$ cat config.mk
export PLATFORM = sky130hd
export DESIGN_NAME = ncrp_host
export DESIGN_NICKNAME = d
export VERILOG_FILES = /design/src/logic/ncrp_pkg.sv /design/src/logic/ncrp_buf_if.sv /design/src/logic/ncrp_host.sv /design/src/logic/ncrp_skid_buf.sv
export VERILOG_INCLUDE_DIRS = /design/src /design/src/logic
export SDC_FILE = /design/constraint.sdc
export NUM_CORES = 1
export LEC_CHECK = 0
export BUFFER_PORTS_ARGS = -buffer_cell sky130_fd_sc_hd__buf_4
export CORE_MARGIN = 2
export CORE_UTILIZATION = 55
export DETAILED_ROUTE_END_ITERATION = 10
export PLACE_DENSITY = 0.78
export SYNTH_ARGS = -nofsm -noshare
export SYNTH_HDL_FRONTEND = slang
export SYNTH_HIERARCHICAL = 1
export SYNTH_SLANG_ARGS = --single-unit
$ cat constraint.sdc
create_clock -name sys_clk -period 6.6 [get_ports sys_clk]
set_input_delay 1.32 -clock sys_clk [delete_from_list [all_inputs] [get_ports sys_clk]]
set_output_delay 1.32 -clock sys_clk [all_outputs]
set_load 0.01 [all_outputs]
$ cat src/logic/ncrp_regs.svh
// Constants for the flash host port: command codes, address layout and pin timing.
// Assumes a 25 MHz system clock; included by the package users by bare name.
`ifndef NCRP_REGS_SVH
`define NCRP_REGS_SVH
// ==========================================================================
// Command codes
`define NCRP_CMD_READ_SETUP 8'h00
`define NCRP_CMD_READ_CONFIRM 8'h30
`define NCRP_CMD_PARTIAL_CONFIRM 8'h31
`define NCRP_CMD_DUP_READ_CONFIRM 8'h35
`define NCRP_CMD_ID_READ 8'h90
`define NCRP_CMD_PROG_SETUP 8'h80
`define NCRP_CMD_PROG_CONFIRM 8'h10
`define NCRP_CMD_CACHE_CONFIRM 8'h15
`define NCRP_CMD_COLUMN_CHANGE_IN 8'h85
`define NCRP_CMD_RANDOM_OUT 8'h05
`define NCRP_CMD_RANDOM_OUT_CONFIRM 8'he0
`define NCRP_CMD_ERASE_SETUP 8'h60
`define NCRP_CMD_ERASE_CONFIRM 8'hd0
`define NCRP_CMD_STATUS 8'h70
`define NCRP_CMD_RESET 8'hff
// ==========================================================================
// Address layout, x16 512Mb part
`define NCRP_COL_BITS 11
`define NCRP_PAGE_WORDS 1056
`define NCRP_PAGE_BITS 6
`define NCRP_BLOCK_BITS 9
`define NCRP_ADDR_CYCLES 4
// ==========================================================================
// Strobe timing: each strobe phase is a least time in ns, rounded up.
`define NCRP_CLK_NS 40
`define NCRP_PHASE_NS 40
`define NCRP_PHASE_CYC ((`NCRP_PHASE_NS + `NCRP_CLK_NS - 1) / `NCRP_CLK_NS)
`endif

$ cat src/logic/ncrp_pkg.sv
// Types shared by the flash host port modules.
// Assumes nothing of its surroundings.
package ncrp_pkg;
  typedef enum logic [1:0] {NCRP_OP_PAGE_READ, NCRP_OP_PARTIAL_READ, NCRP_OP_RANDOM_OUT,
    NCRP_OP_RESET} ncrp_op_e;
  typedef logic [15:0] ncrp_word_t;
endpackage

$ cat src/logic/ncrp_buf_if.sv
// Valid/ready word channel between the sequencer and its output buffer.
// Assumes one clock shared by both ends.
`timescale 1ns/10ps
`default_nettype none
interface ncrp_buf_if;
  logic valid;
  logic ready;
  logic [15:0] data;
  modport src (output valid, output data, input ready);
  modport dst (input valid, input data, output ready);
endinterface
`default_nettype wire

$ cat src/logic/ncrp_host.sv
// Host sequencer that drives the flash command, address and read pins.
// Assumes flash pins are synchronous to sys_clk and the ready pin is already clean.
//
// Behaviour
// - Column is an 11-bit word index, 1056 words, in address cycles one and two.
// - Page in block is six bits starting at I/O0 of the third cycle.
// - Block index starts at bit 17; nine bits for the 512Mb part.
// - Write strobe with command latch high enters a command, both low enters data.
// - Address is four write strobes with address latch high, column bytes first.
// - Page read is 00h, four address cycles, then confirm 30h.
// - Partial page read uses 31h as the confirm code.
// - Duplicate read is 00h, address, 35h; ID read is 90h.
// - Page program is 80h then 10h; cache program 80h then 15h.
// - 85h changes input column; 85h then 10h duplicates a page.
// - Random output 05h, column, E0h moves pointer within the loaded page.
// - While busy only 70h and FFh may be issued.
// - Host never issues a command code outside the defined set.
// - Random data input and output stay within a page or quarter page; the host reads reqCount words from the column with no page limit.
// - Host waits for ready before clocking data out.
// - Erase is 60h, two row cycles, D0h; page bits are ignored.
`timescale 1ns/10ps
`default_nettype none
`include "ncrp_regs.svh"
module ncrp_host #(
  parameter int COL_BITS = `NCRP_COL_BITS,
  parameter int PAGE_BITS = `NCRP_PAGE_BITS,
  parameter int BLOCK_BITS = `NCRP_BLOCK_BITS
) (
  input wire logic sys_clk,
  input wire logic reset,
  input wire logic reqValid,
  output logic reqReady,
  input wire ncrp_pkg::ncrp_op_e reqOp,
  input wire logic [COL_BITS-1:0] reqColumn,
  input wire logic [PAGE_BITS-1:0] reqPage,
  input wire logic [BLOCK_BITS-1:0] reqBlock,
  input wire logic [COL_BITS:0] reqCount,
  output logic rdValid,
  input wire logic rdReady,
  output logic [15:0] rdData,
  output logic cmdLatch,
  output logic addrLatch,
  output logic chipSelect_n,
  output logic writeStrobe_n,
  output logic read_strobe_n,
  output logic [15:0] ioOut,
  output logic ioOe_n,
  input wire logic [15:0] ioIn,
  input wire logic ready_busy_n
);
  import ncrp_pkg::*;
  // ==========================================================================
  // Declarations
  typedef enum logic [3:0] {S_IDLE, S_CMD1, S_ADDR, S_CMD2, S_WAIT_BUSY, S_WAIT_READY,
    S_READ_LOW, S_READ_HIGH, S_PUSH} ncrp_state_e;
  localparam int PHASE = `NCRP_PHASE_CYC;
  ncrp_state_e state;
  ncrp_op_e op;
  logic [COL_BITS-1:0] column;
  logic [PAGE_BITS-1:0] page;
  logic [BLOCK_BITS-1:0] block;
  logic [COL_BITS:0] remaining;
  logic [2:0] addrIdx;
  logic [3:0] phaseCnt;
  logic strobeHigh;
  logic [15:0] captured;
  ncrp_buf_if words ();
  // ==========================================================================
  // Address cycle decode; upper lines and unused bits stay low.
  wire [26:0] fullAddr = {{(27 - 17 - BLOCK_BITS){1'b0}}, block, page, column};
  wire [7:0] addrByte0 = fullAddr[7:0];
  wire [7:0] addrByte1 = {5'h00, fullAddr[10:8]};
  wire [7:0] addrByte2 = fullAddr[18:11];
  wire [7:0] addrByte3 = {1'b0, fullAddr[25:19]};
  wire [7:0] addrByte = (addrIdx == 3'd0) ? addrByte0 :
                        (addrIdx == 3'd1) ? addrByte1 :
                        (addrIdx == 3'd2) ? addrByte2 : addrByte3;
  // Random output sends column cycles only, so the page never changes under it.
  wire [2:0] addrLast = (op == NCRP_OP_RANDOM_OUT) ? 3'd1 : 3'(`NCRP_ADDR_CYCLES - 1);
  // Program, duplicate, erase and ID codes are never selected, so this port cannot alter the array.
  wire [7:0] firstCode = (op == NCRP_OP_RANDOM_OUT) ? `NCRP_CMD_RANDOM_OUT :
                         (op == NCRP_OP_RESET) ? `NCRP_CMD_RESET : `NCRP_CMD_READ_SETUP;
  wire [7:0] secondCode = (op == NCRP_OP_RANDOM_OUT) ? `NCRP_CMD_RANDOM_OUT_CONFIRM :
                          (op == NCRP_OP_PARTIAL_READ) ? `NCRP_CMD_PARTIAL_CONFIRM :
                          `NCRP_CMD_READ_CONFIRM;
  wire phaseDone = (phaseCnt == 4'(PHASE - 1));
  // Random output needs no busy wait since the page is already loaded.
  wire needLoad = (op == NCRP_OP_PAGE_READ) || (op == NCRP_OP_PARTIAL_READ);
  // A new read is only taken while the device shows ready, so nothing but reset
  // ever reaches the pins during busy.
  wire canStart = ready_busy_n || (reqOp == NCRP_OP_RESET);
  wire take = (state == S_IDLE) && reqValid && canStart;
  assign words.valid = (state == S_PUSH);
  assign words.data = captured;
  // ==========================================================================
  // Sequencer
  always_ff @(posedge sys_clk)
  begin
    if (reset)
    begin
      state <= S_IDLE;
      op <= NCRP_OP_PAGE_READ;
      column <= '0;
      page <= '0;
      block <= '0;
      remaining <= '0;
      addrIdx <= 3'd0;
      phaseCnt <= 4'd0;
      strobeHigh <= 1'b0;
      captured <= 16'h0000;
      reqReady <= 1'b0;
      cmdLatch <= 1'b0;
      addrLatch <= 1'b0;
      chipSelect_n <= 1'b1;
      writeStrobe_n <= 1'b1;
      read_strobe_n <= 1'b1;
      ioOut <= 16'h0000;
      ioOe_n <= 1'b1;
    end
    else
    begin
      reqReady <= 1'b0;
      phaseCnt <= phaseDone ? 4'd0 : phaseCnt + 4'd1;
      unique case (state)
        S_IDLE:
        begin
          chipSelect_n <= 1'b1;
          ioOe_n <= 1'b1;
          phaseCnt <= 4'd0;
          strobeHigh <= 1'b0;
          if (take)
          begin
            reqReady <= 1'b1;
            op <= reqOp;
            column <= reqColumn;
            page <= reqPage;
            block <= reqBlock;
            remaining <= reqCount;
            addrIdx <= 3'd0;
            chipSelect_n <= 1'b0;
            state <= S_CMD1;
          end
        end
        S_CMD1:
        begin
          // Only codes from the defined set leave this block.
          cmdLatch <= 1'b1;
          ioOe_n <= 1'b0;
          ioOut <= {8'h00, firstCode};
          if (phaseDone)
          begin
            strobeHigh <= ~strobeHigh;
            writeStrobe_n <= strobeHigh;
            if (strobeHigh)
            begin
              cmdLatch <= 1'b0;
              state <= (op == NCRP_OP_RESET) ? S_WAIT_BUSY : S_ADDR;
            end
          end
        end
        S_ADDR:
        begin
          addrLatch <= 1'b1;
          ioOut <= {8'h00, addrByte};
          if (phaseDone)
          begin
            strobeHigh <= ~strobeHigh;
            writeStrobe_n <= strobeHigh;
            if (strobeHigh)
            begin
              addrIdx <= addrIdx + 3'd1;
              if (addrIdx == addrLast)
              begin
                addrLatch <= 1'b0;
                state <= S_CMD2;
              end
            end
          end
        end
        S_CMD2:
        begin
          cmdLatch <= 1'b1;
          ioOut <= {8'h00, secondCode};
          if (phaseDone)
          begin
            strobeHigh <= ~strobeHigh;
            writeStrobe_n <= strobeHigh;
            if (strobeHigh)
            begin
              cmdLatch <= 1'b0;
              ioOe_n <= 1'b1;
              state <= needLoad ? S_WAIT_BUSY : S_READ_LOW;
            end
          end
        end
        S_WAIT_BUSY:
        begin
          // A device that goes busy only after the strobe is given one phase.
          ioOe_n <= 1'b1;
          if (phaseDone)
          begin
            state <= S_WAIT_READY;
          end
        end
        S_WAIT_READY:
        begin
          if (ready_busy_n)
          begin
            state <= (op == NCRP_OP_RESET || remaining == '0) ? S_IDLE : S_READ_LOW;
          end
        end
        S_READ_LOW:
        begin
          // The strobe is low for one full phase and the word is taken as it rises.
          if (phaseDone)
          begin
            strobeHigh <= ~strobeHigh;
            read_strobe_n <= strobeHigh;
            if (strobeHigh)
            begin
              captured <= ioIn;
              remaining <= remaining - {{COL_BITS{1'b0}}, 1'b1};
              state <= S_PUSH;
            end
          end
        end
        S_PUSH:
        begin
          // The buffer stalls the strobe, so a slow reader loses no word.
          if (words.ready)
          begin
            state <= (remaining == '0) ? S_IDLE : S_READ_HIGH;
          end
        end
        S_READ_HIGH:
        begin
          if (phaseDone)
          begin
            state <= S_READ_LOW;
          end
        end
      endcase
    end
  end
  // ==========================================================================
  // Output buffer
  logic bufValid;
  logic [15:0] bufData;
  ncrp_skid_buf #(.WIDTH(16)) outBuf (
    .sys_clk(sys_clk),
    .reset(reset),
    .inWords(words),
    .outValid(bufValid),
    .outReady(!rdValid || rdReady),
    .outData(bufData)
  );
  // Registered output stage keeps the top outputs flip-flop driven.
  always_ff @(posedge sys_clk)
  begin
    if (reset)
    begin
      rdValid <= 1'b0;
      rdData <= 16'h0000;
    end
    else if (!rdValid || rdReady)
    begin
      rdValid <= bufValid;
      rdData <= bufData;
    end
  end
endmodule
`default_nettype wire

$ cat src/logic/ncrp_skid_buf.sv
// Two-entry buffer carrying read words from the flash pins to the user.
// Assumes one clock and a synchronous active-high reset.
`timescale 1ns/10ps
`default_nettype none
module ncrp_skid_buf #(
  parameter int WIDTH = 16
) (
  input wire logic sys_clk,
  input wire logic reset,
  ncrp_buf_if.dst inWords,
  output logic outValid,
  input wire logic outReady,
  output logic [WIDTH-1:0] outData
);
  // ==========================================================================
  // Storage
  logic [WIDTH-1:0] mem [2];
  logic wrPtr;
  logic rdPtr;
  logic [1:0] count;
  wire doWrite = inWords.valid && inWords.ready;
  wire doRead = outValid && outReady;
  assign inWords.ready = (count != 2'd2);
  assign outValid = (count != 2'd0);
  assign outData = mem[rdPtr];
  always_ff @(posedge sys_clk)
  begin
    if (reset)
    begin
      wrPtr <= 1'b0;
      rdPtr <= 1'b0;
      count <= 2'd0;
    end
    else
    begin
      if (doWrite)
      begin
        mem[wrPtr] <= inWords.data[WIDTH-1:0];
        wrPtr <= ~wrPtr;
      end
      if (doRead)
      begin
        rdPtr <= ~rdPtr;
      end
      count <= count + {1'b0, doWrite} - {1'b0, doRead};
    end
  end
endmodule
`default_nettype wire

-- Yosys cells after proc, flatten, opt, wreduce, memory -nomap -nowiden
Memories as Yosys holds them, arrays and structs flattened. A register that Yosys moved wholly into a read port is not among the register bits.
Index checks and enable logic that the tools add are counted.
- $add $sub $neg: 5
- multipliers: 0
- div/mod/pow operators: 0
- $lt $le $gt $ge: 0
- equality and inequality tests: 31
- shift-type cells: 0
- mux-type cells: 51
- bitwise gates (word level): 4
- reductions and logical operators: 35
- operators by type and width (operator ; number):
    2-to-1 mux 4 bit ; 14
    2-to-1 mux 8 bit ; 6
    one-hot mux 16 bit (3 select lines) ; 1
    2-to-1 mux 12 bit ; 3
    one-hot mux 4 bit (9 select lines) ; 1
    inequality test 2 bit (second input constant) ; 15
    one-hot mux 12 bit (2 select lines) ; 1
    2-to-1 mux 3 bit ; 6
    equality test 4 x 3 -> 1 bit (second input constant) ; 4
    2-to-1 mux 1 bit ; 14
    AND reduction 14 bit ; 1
    zero test 12 bit ; 1
    subtractor 12 x 1 -> 12 bit (second input constant) ; 1
    equality test 4 x 2 -> 1 bit (second input constant) ; 2
    zero test 4 bit ; 2
    AND reduction 2 bit ; 4
    AND reduction 4 bit ; 2
    nonzero test 2 bit ; 4
    equality test 2 bit (second input constant) ; 3
    one-hot mux 3 bit (2 select lines) ; 1
    AND reduction 3 bit ; 2
    nonzero test 3 bit ; 2
    OR reduction 2 bit ; 3
    OR reduction 3 bit ; 2
    other kinds (21) ; 31
- flip-flop bits (word level): 96
- bits in latches: 0
- memory bits (writable): 32
- bits in read-only memories: 0
- output and inout bits: 40
- word-level logic and storage cells: 149
- memories: 1
- memories (memory ; depth ; bits a word ; read ports ; clocked after memory_dff ; write ports ; RTL line ; source):
    outBuf.mem ; 2 ; 16 ; 1 ; 1 ; 1 ; ncrp_skid_buf.sv:17 ; logic [WIDTH-1:0] mem [2];

-- Depth between registers and ports, before layout
- depth after elaboration: 7
- depth in mapped cells: 11
- mapped depth without buffers: 9

-- By module
Netlist, hierarchy kept.
- modules (own cells, without submodules) (module ; instances ; cells an instance ; area each (um^2) ; sequential area each (um^2)):
    ncrp_host ; 1 ; 590 ; 4638.2 ; 2001.9
    ncrp_skid_buf ; 1 ; 74 ; 1441.4 ; 1061.0

-- Worst setup path after synthesis
No wires, ideal clock.
- path type: in2reg
- start point: input port rdReady
- end point: register outBuf.count[1]
- arrival: 3.055 ns
- data required time: 6.485 ns
- setup slack: 3.430 ns
- stages on the path: 11
- buffers on the path: 2
- path through: nor2b_1 -> clkbuf_1 -> clkinv_1 -> buf_1 -> o21a_2 -> ha_1 -> inv_1 -> ha_1 -> xor2_1 -> xnor2_1 -> nor2_1
- cells in the longest elaborated chain, start to end: 3
- RTL lines (item ; RTL line ; source):
    start: declaration ; ncrp_host.sv:39 ; input wire logic rdReady,
    logical OR 1 bit ; ncrp_host.sv:254 ; .outReady(!rdValid || rdReady),
    logical AND 1 bit ; ncrp_skid_buf.sv:22 ; wire doRead = outValid && outReady;
    via outBuf.doRead ; ncrp_skid_buf.sv:22 ;
    subtractor 2 x 1 -> 2 bit ; ncrp_skid_buf.sv:45 ; count <= count + {1'b0, doWrite} - {1'b0, doRead};
    end signal: assignment ; ncrp_skid_buf.sv:45 ;
    end: declaration ; ncrp_skid_buf.sv:20 ; logic [1:0] count;
The timed path passes the listed nets, and every way through them passes these cells.
A chain may end at the register's enable or synchronous reset.

-- Worst setup path after layout
Ends and elaborated chain as after synthesis.

==> impl_metrics.csv <==
group,metric,value,unit
run_status,status,"finished clean",
logic_synthesis,synth_edf_count,32,
clock_tree,cts_resized,0,
setup_path,crit_path_end_kind,"flop",
clock_tree,clk_latency,520,ps
clock_tree,clockBufferDepth,2,
detailed_routing,first_iter_violations,305,
timing,max_slew_margin,24.60,%
die,fp.coreArea,10790,um^2
setup_path,crit_slowest_cell,"nor2b_1",
pwr,leakage,2.862,nW
timing,fin_crit,3834,ps
detailed_routing,dr.pass1.iters,5,
timing,final-setup-viol-count,0,
cells_and_area,layout-drive-gt1-share,20.95,%
logic_synthesis,yosys-top-cells-area,"dfxtp_1 (35%), edfxtp_1 (16%), nand2_1 (9.4%)",
die,start_util,56.33,%
setup_path,path_cells,"buf_4 -> nor2b_1 -> clkinv_1 -> o21a_2 -> ha_1 -> inv_1 -> ha_1 -> xor2_1 -> xnor2_1 -> nor2_1",
pwr,irDropWorstVdd,0.0002415,V
timing,rsz0062_at_grt,"no",
die,dieHeight,109.1,um
logic_synthesis,yosys.area.top_type_share,34.58,%
clock_tree,cts_max_level,4,
pwr,p_per_area,352.2,nW/um^2
timing,finalCritPeriodShare,58.08,%
detailed_routing,antenna_left,0,
setup_path,cp.required,6960,ps
die,die_area,11910,um^2
cells_and_area,stdcell_area,7392,um^2
detailed_routing,viasPerCell,5.449,
detailed_routing,via_count,4871,
timing,hold_viol,0,
place,placed_area,6784,um^2
global_route,overflow,0,
timing,max_freq,260.9,MHz
logic_synthesis,synth_common_cells,"nand2_1 (153), dfxtp_1 (105), a21oi_1 (81)",
setup_path,crit_arrival,4200,ps
setup_path,criticalPathCategory,"input pin to flop",
cells_and_area,syn2layout_area_growth,21.59,%
worst_hold_path,hold_path.class,"flop to flop",
die,ios,101,
logic_synthesis,yosysUniqueCellTypes,71,
setup_path,cp_slowest_stage_delay,820,ps
global_route,antenna_found_initial,0,
clock_tree,cts_tree,"yes",
logic_synthesis,yosysSeqAreaShare,50.38,%
timing,worst_pin_slew,1131,ps
logic_synthesis,async_reset_ff_share,0,%
setup_path,worst_setup_path_start_kind,"input pin",
global_route,grt_start_max_net_pins,107,
clock_tree,root_buffer,"clkbuf_8",
logic_synthesis,ys_seq_elements,137,
global_route,grt_pass1_vias,4581,
place,place_hpwl,8919,um
detailed_routing,drt_wl_total,13560,um
detailed_routing,wl_per_cell,15.17,um
logic_synthesis,ys.flop_type,"dfxtp_1",
logic_synthesis,synthCells,664,
setup_path,cp_common_cell,"ha_1",
place,gp_congestion,0.8648,
clock_tree,clock-sinks,137,
logic_synthesis,netlist_area,6080,um^2
cells_and_area,nFillCells,840,
clock_tree,ctsHoldBuffers,0,
cells_and_area,nets,811,
place,port_buffers,92,
cells_and_area,num_antenna_cells,0,
global_route,track_usage,23.36,%
clock_tree,clk_pin_slew,60,ps
timing,finalMaxSlewViolations,0,
setup_path,worstPathMaxFanout,18,
logic_synthesis,synthMostInstantiatedCell,"nand2_1",
die,fp.dieW,109.1,um
logic_synthesis,synth_top_cell_by_area,"dfxtp_1",
global_route,grt_pass1_wl,21570,um
die,row_count,38,
logic_synthesis,yosysWarnings,6,
clock_tree,cts_buffers,17,
timing,fin_worst_skew,7.860,ps
timing,setup_tns,0,ps
clock_tree,postCtsSetupBuffers,0,
flow_run,maxCapViolCount,0,
detailed_routing,drcViolationCount,0,
logic_synthesis,avgSynthCellArea,9.156,um^2
state kept, by name (all words and copies together), names as in the netlist, 2 cells and up, named ones only:
| name | flops |
|---|---|
| outBuf/mem | 32 |
| captured | 16 |
| rdData | 16 |
| remaining | 12 |
| column | 11 |
| block | 9 |
| ioOut | 8 |
| page | 6 |
| phaseCnt | 4 |
| state | 4 |
| addrIdx | 3 |
| op | 2 |
| outBuf/count | 2 |
kinds of logic (layout without fill, tap and decap cells):
logic type / count (synthesis) / in the layout / share of synthesized area, %
flops: 137 / 137 / 50.38
fa+ha+maj: 9 / 9 / 1.852
other cells: 1 / 8 / 0.06168
xor+xnor: 8 / 8 / 1.152
compound gates: 154 / 154 / 15.72
mux: 24 / 24 / 5.022
simple gates: 271 / 271 / 21.01
buf+inv: 60 / 143 / 4.795
routing by layer:
| layer | global-route usage [%] | up-vias | routed length (um) | share of wire, % |
|---|---|---|---|---|
| met5 | 0 | - | 0 | 0 |
| met4 | 7.509 | 0 | 174 | 1.3 |
| met3 | 5.320 | 15 | 659 | 4.9 |
| met2 | 38.42 | 134 | 6628 | 49 |
| met1 | 30.54 | 2286 | 6102 | 45 |
| li1 | - | 2436 | - | - |
report_power, final:
part           switching [W]  internal, W
Clock               0.000352     0.000623
Combinational       0.000303     0.000280
Sequential          0.000100     0.000946
Total               0.000755      0.00185
path summary, 6_finish.rpt:
check                         end  cells after the start  slack (ps)  startpoint
setup reg to reg  outBuf/count[1]                      9        3320     rdValid
hold / removal          rdData[6]                      2         450   rdData[6]
setup / recovery  outBuf/count[1]                     10        2770     rdReady
hold reg to reg         rdData[6]                      2         450   rdData[6]
placed cells by master, fill, tap and decap left out, types with 3 or more instances in the layout:
cell type and n:
nand2_1 153, dfxtp_1 105, buf_4 98, a21oi_1 81
nor2_1 44, edfxtp_1 32, o21ai_0 22, clkbuf_16 16
inv_1 12, nor2b_1 11, a211oi_1 11, nand3_1 11
mux2_4 11, ha_1 9, nor3_1 8, conb_1 8
nand2b_1 7, mux2_1 6, mux2i_1 5, a221oi_1 5
nand3b_1 5, xnor2_1 4, nor3b_1 4, xor2_1 4
bufinv_16 4, clkinv_1 3, o211ai_1 3, a21boi_0 3
a31oi_1 3, a311oi_1 3, clkinv_4 3
critical path, delay by kind of cell:
| kind | cells | cell delay (ps) |
|---|---|---|
| buffers and inverters | 3 | 890 |
| AND/OR/NAND/NOR | 2 | 880 |
| adder cells (fa/ha/maj) | 2 | 470 |
| AO/OA/AOI/OAI | 1 | 330 |
| XOR/XNOR | 2 | 310 |
cell type report:
type                       instances  area (um^2)  area share [%]
sequential                       137         3063           41.44
tap                              140        175.2           2.370
inverter                          13        48.80          0.6601
clock buffer                      20        435.4           5.890
multi-input combinational        474         2761           37.36
timing repair buffer              98        735.7           9.953
clock inverter                    12        172.7           2.336
metrics by stage:
| step | cells | worst slack (ps) | power [W] | util, % | hold WS [ps] |
|---|---|---|---|---|---|
| 2_1_floorplan | 671 | 3430 | 0.001456 | - | 425.4 |
| 3_3_place_gp | 862 | 2380 | 0.001612 | 62.86 | 428.8 |
| 3_5_place_dp | 862 | 2200 | 0.001635 | 62.86 | 437.7 |
| 4_1_cts | 894 | 2735 | 0.002613 | 68.49 | 451.5 |
| 5_1_grt | 894 | 2424 | 0.002724 | 68.49 | 465.0 |
| 6_report | 894 | 2766 | 0.002603 | 68.49 | 448.8 |
Note: power is estimated with default switching activity, not from simulation.
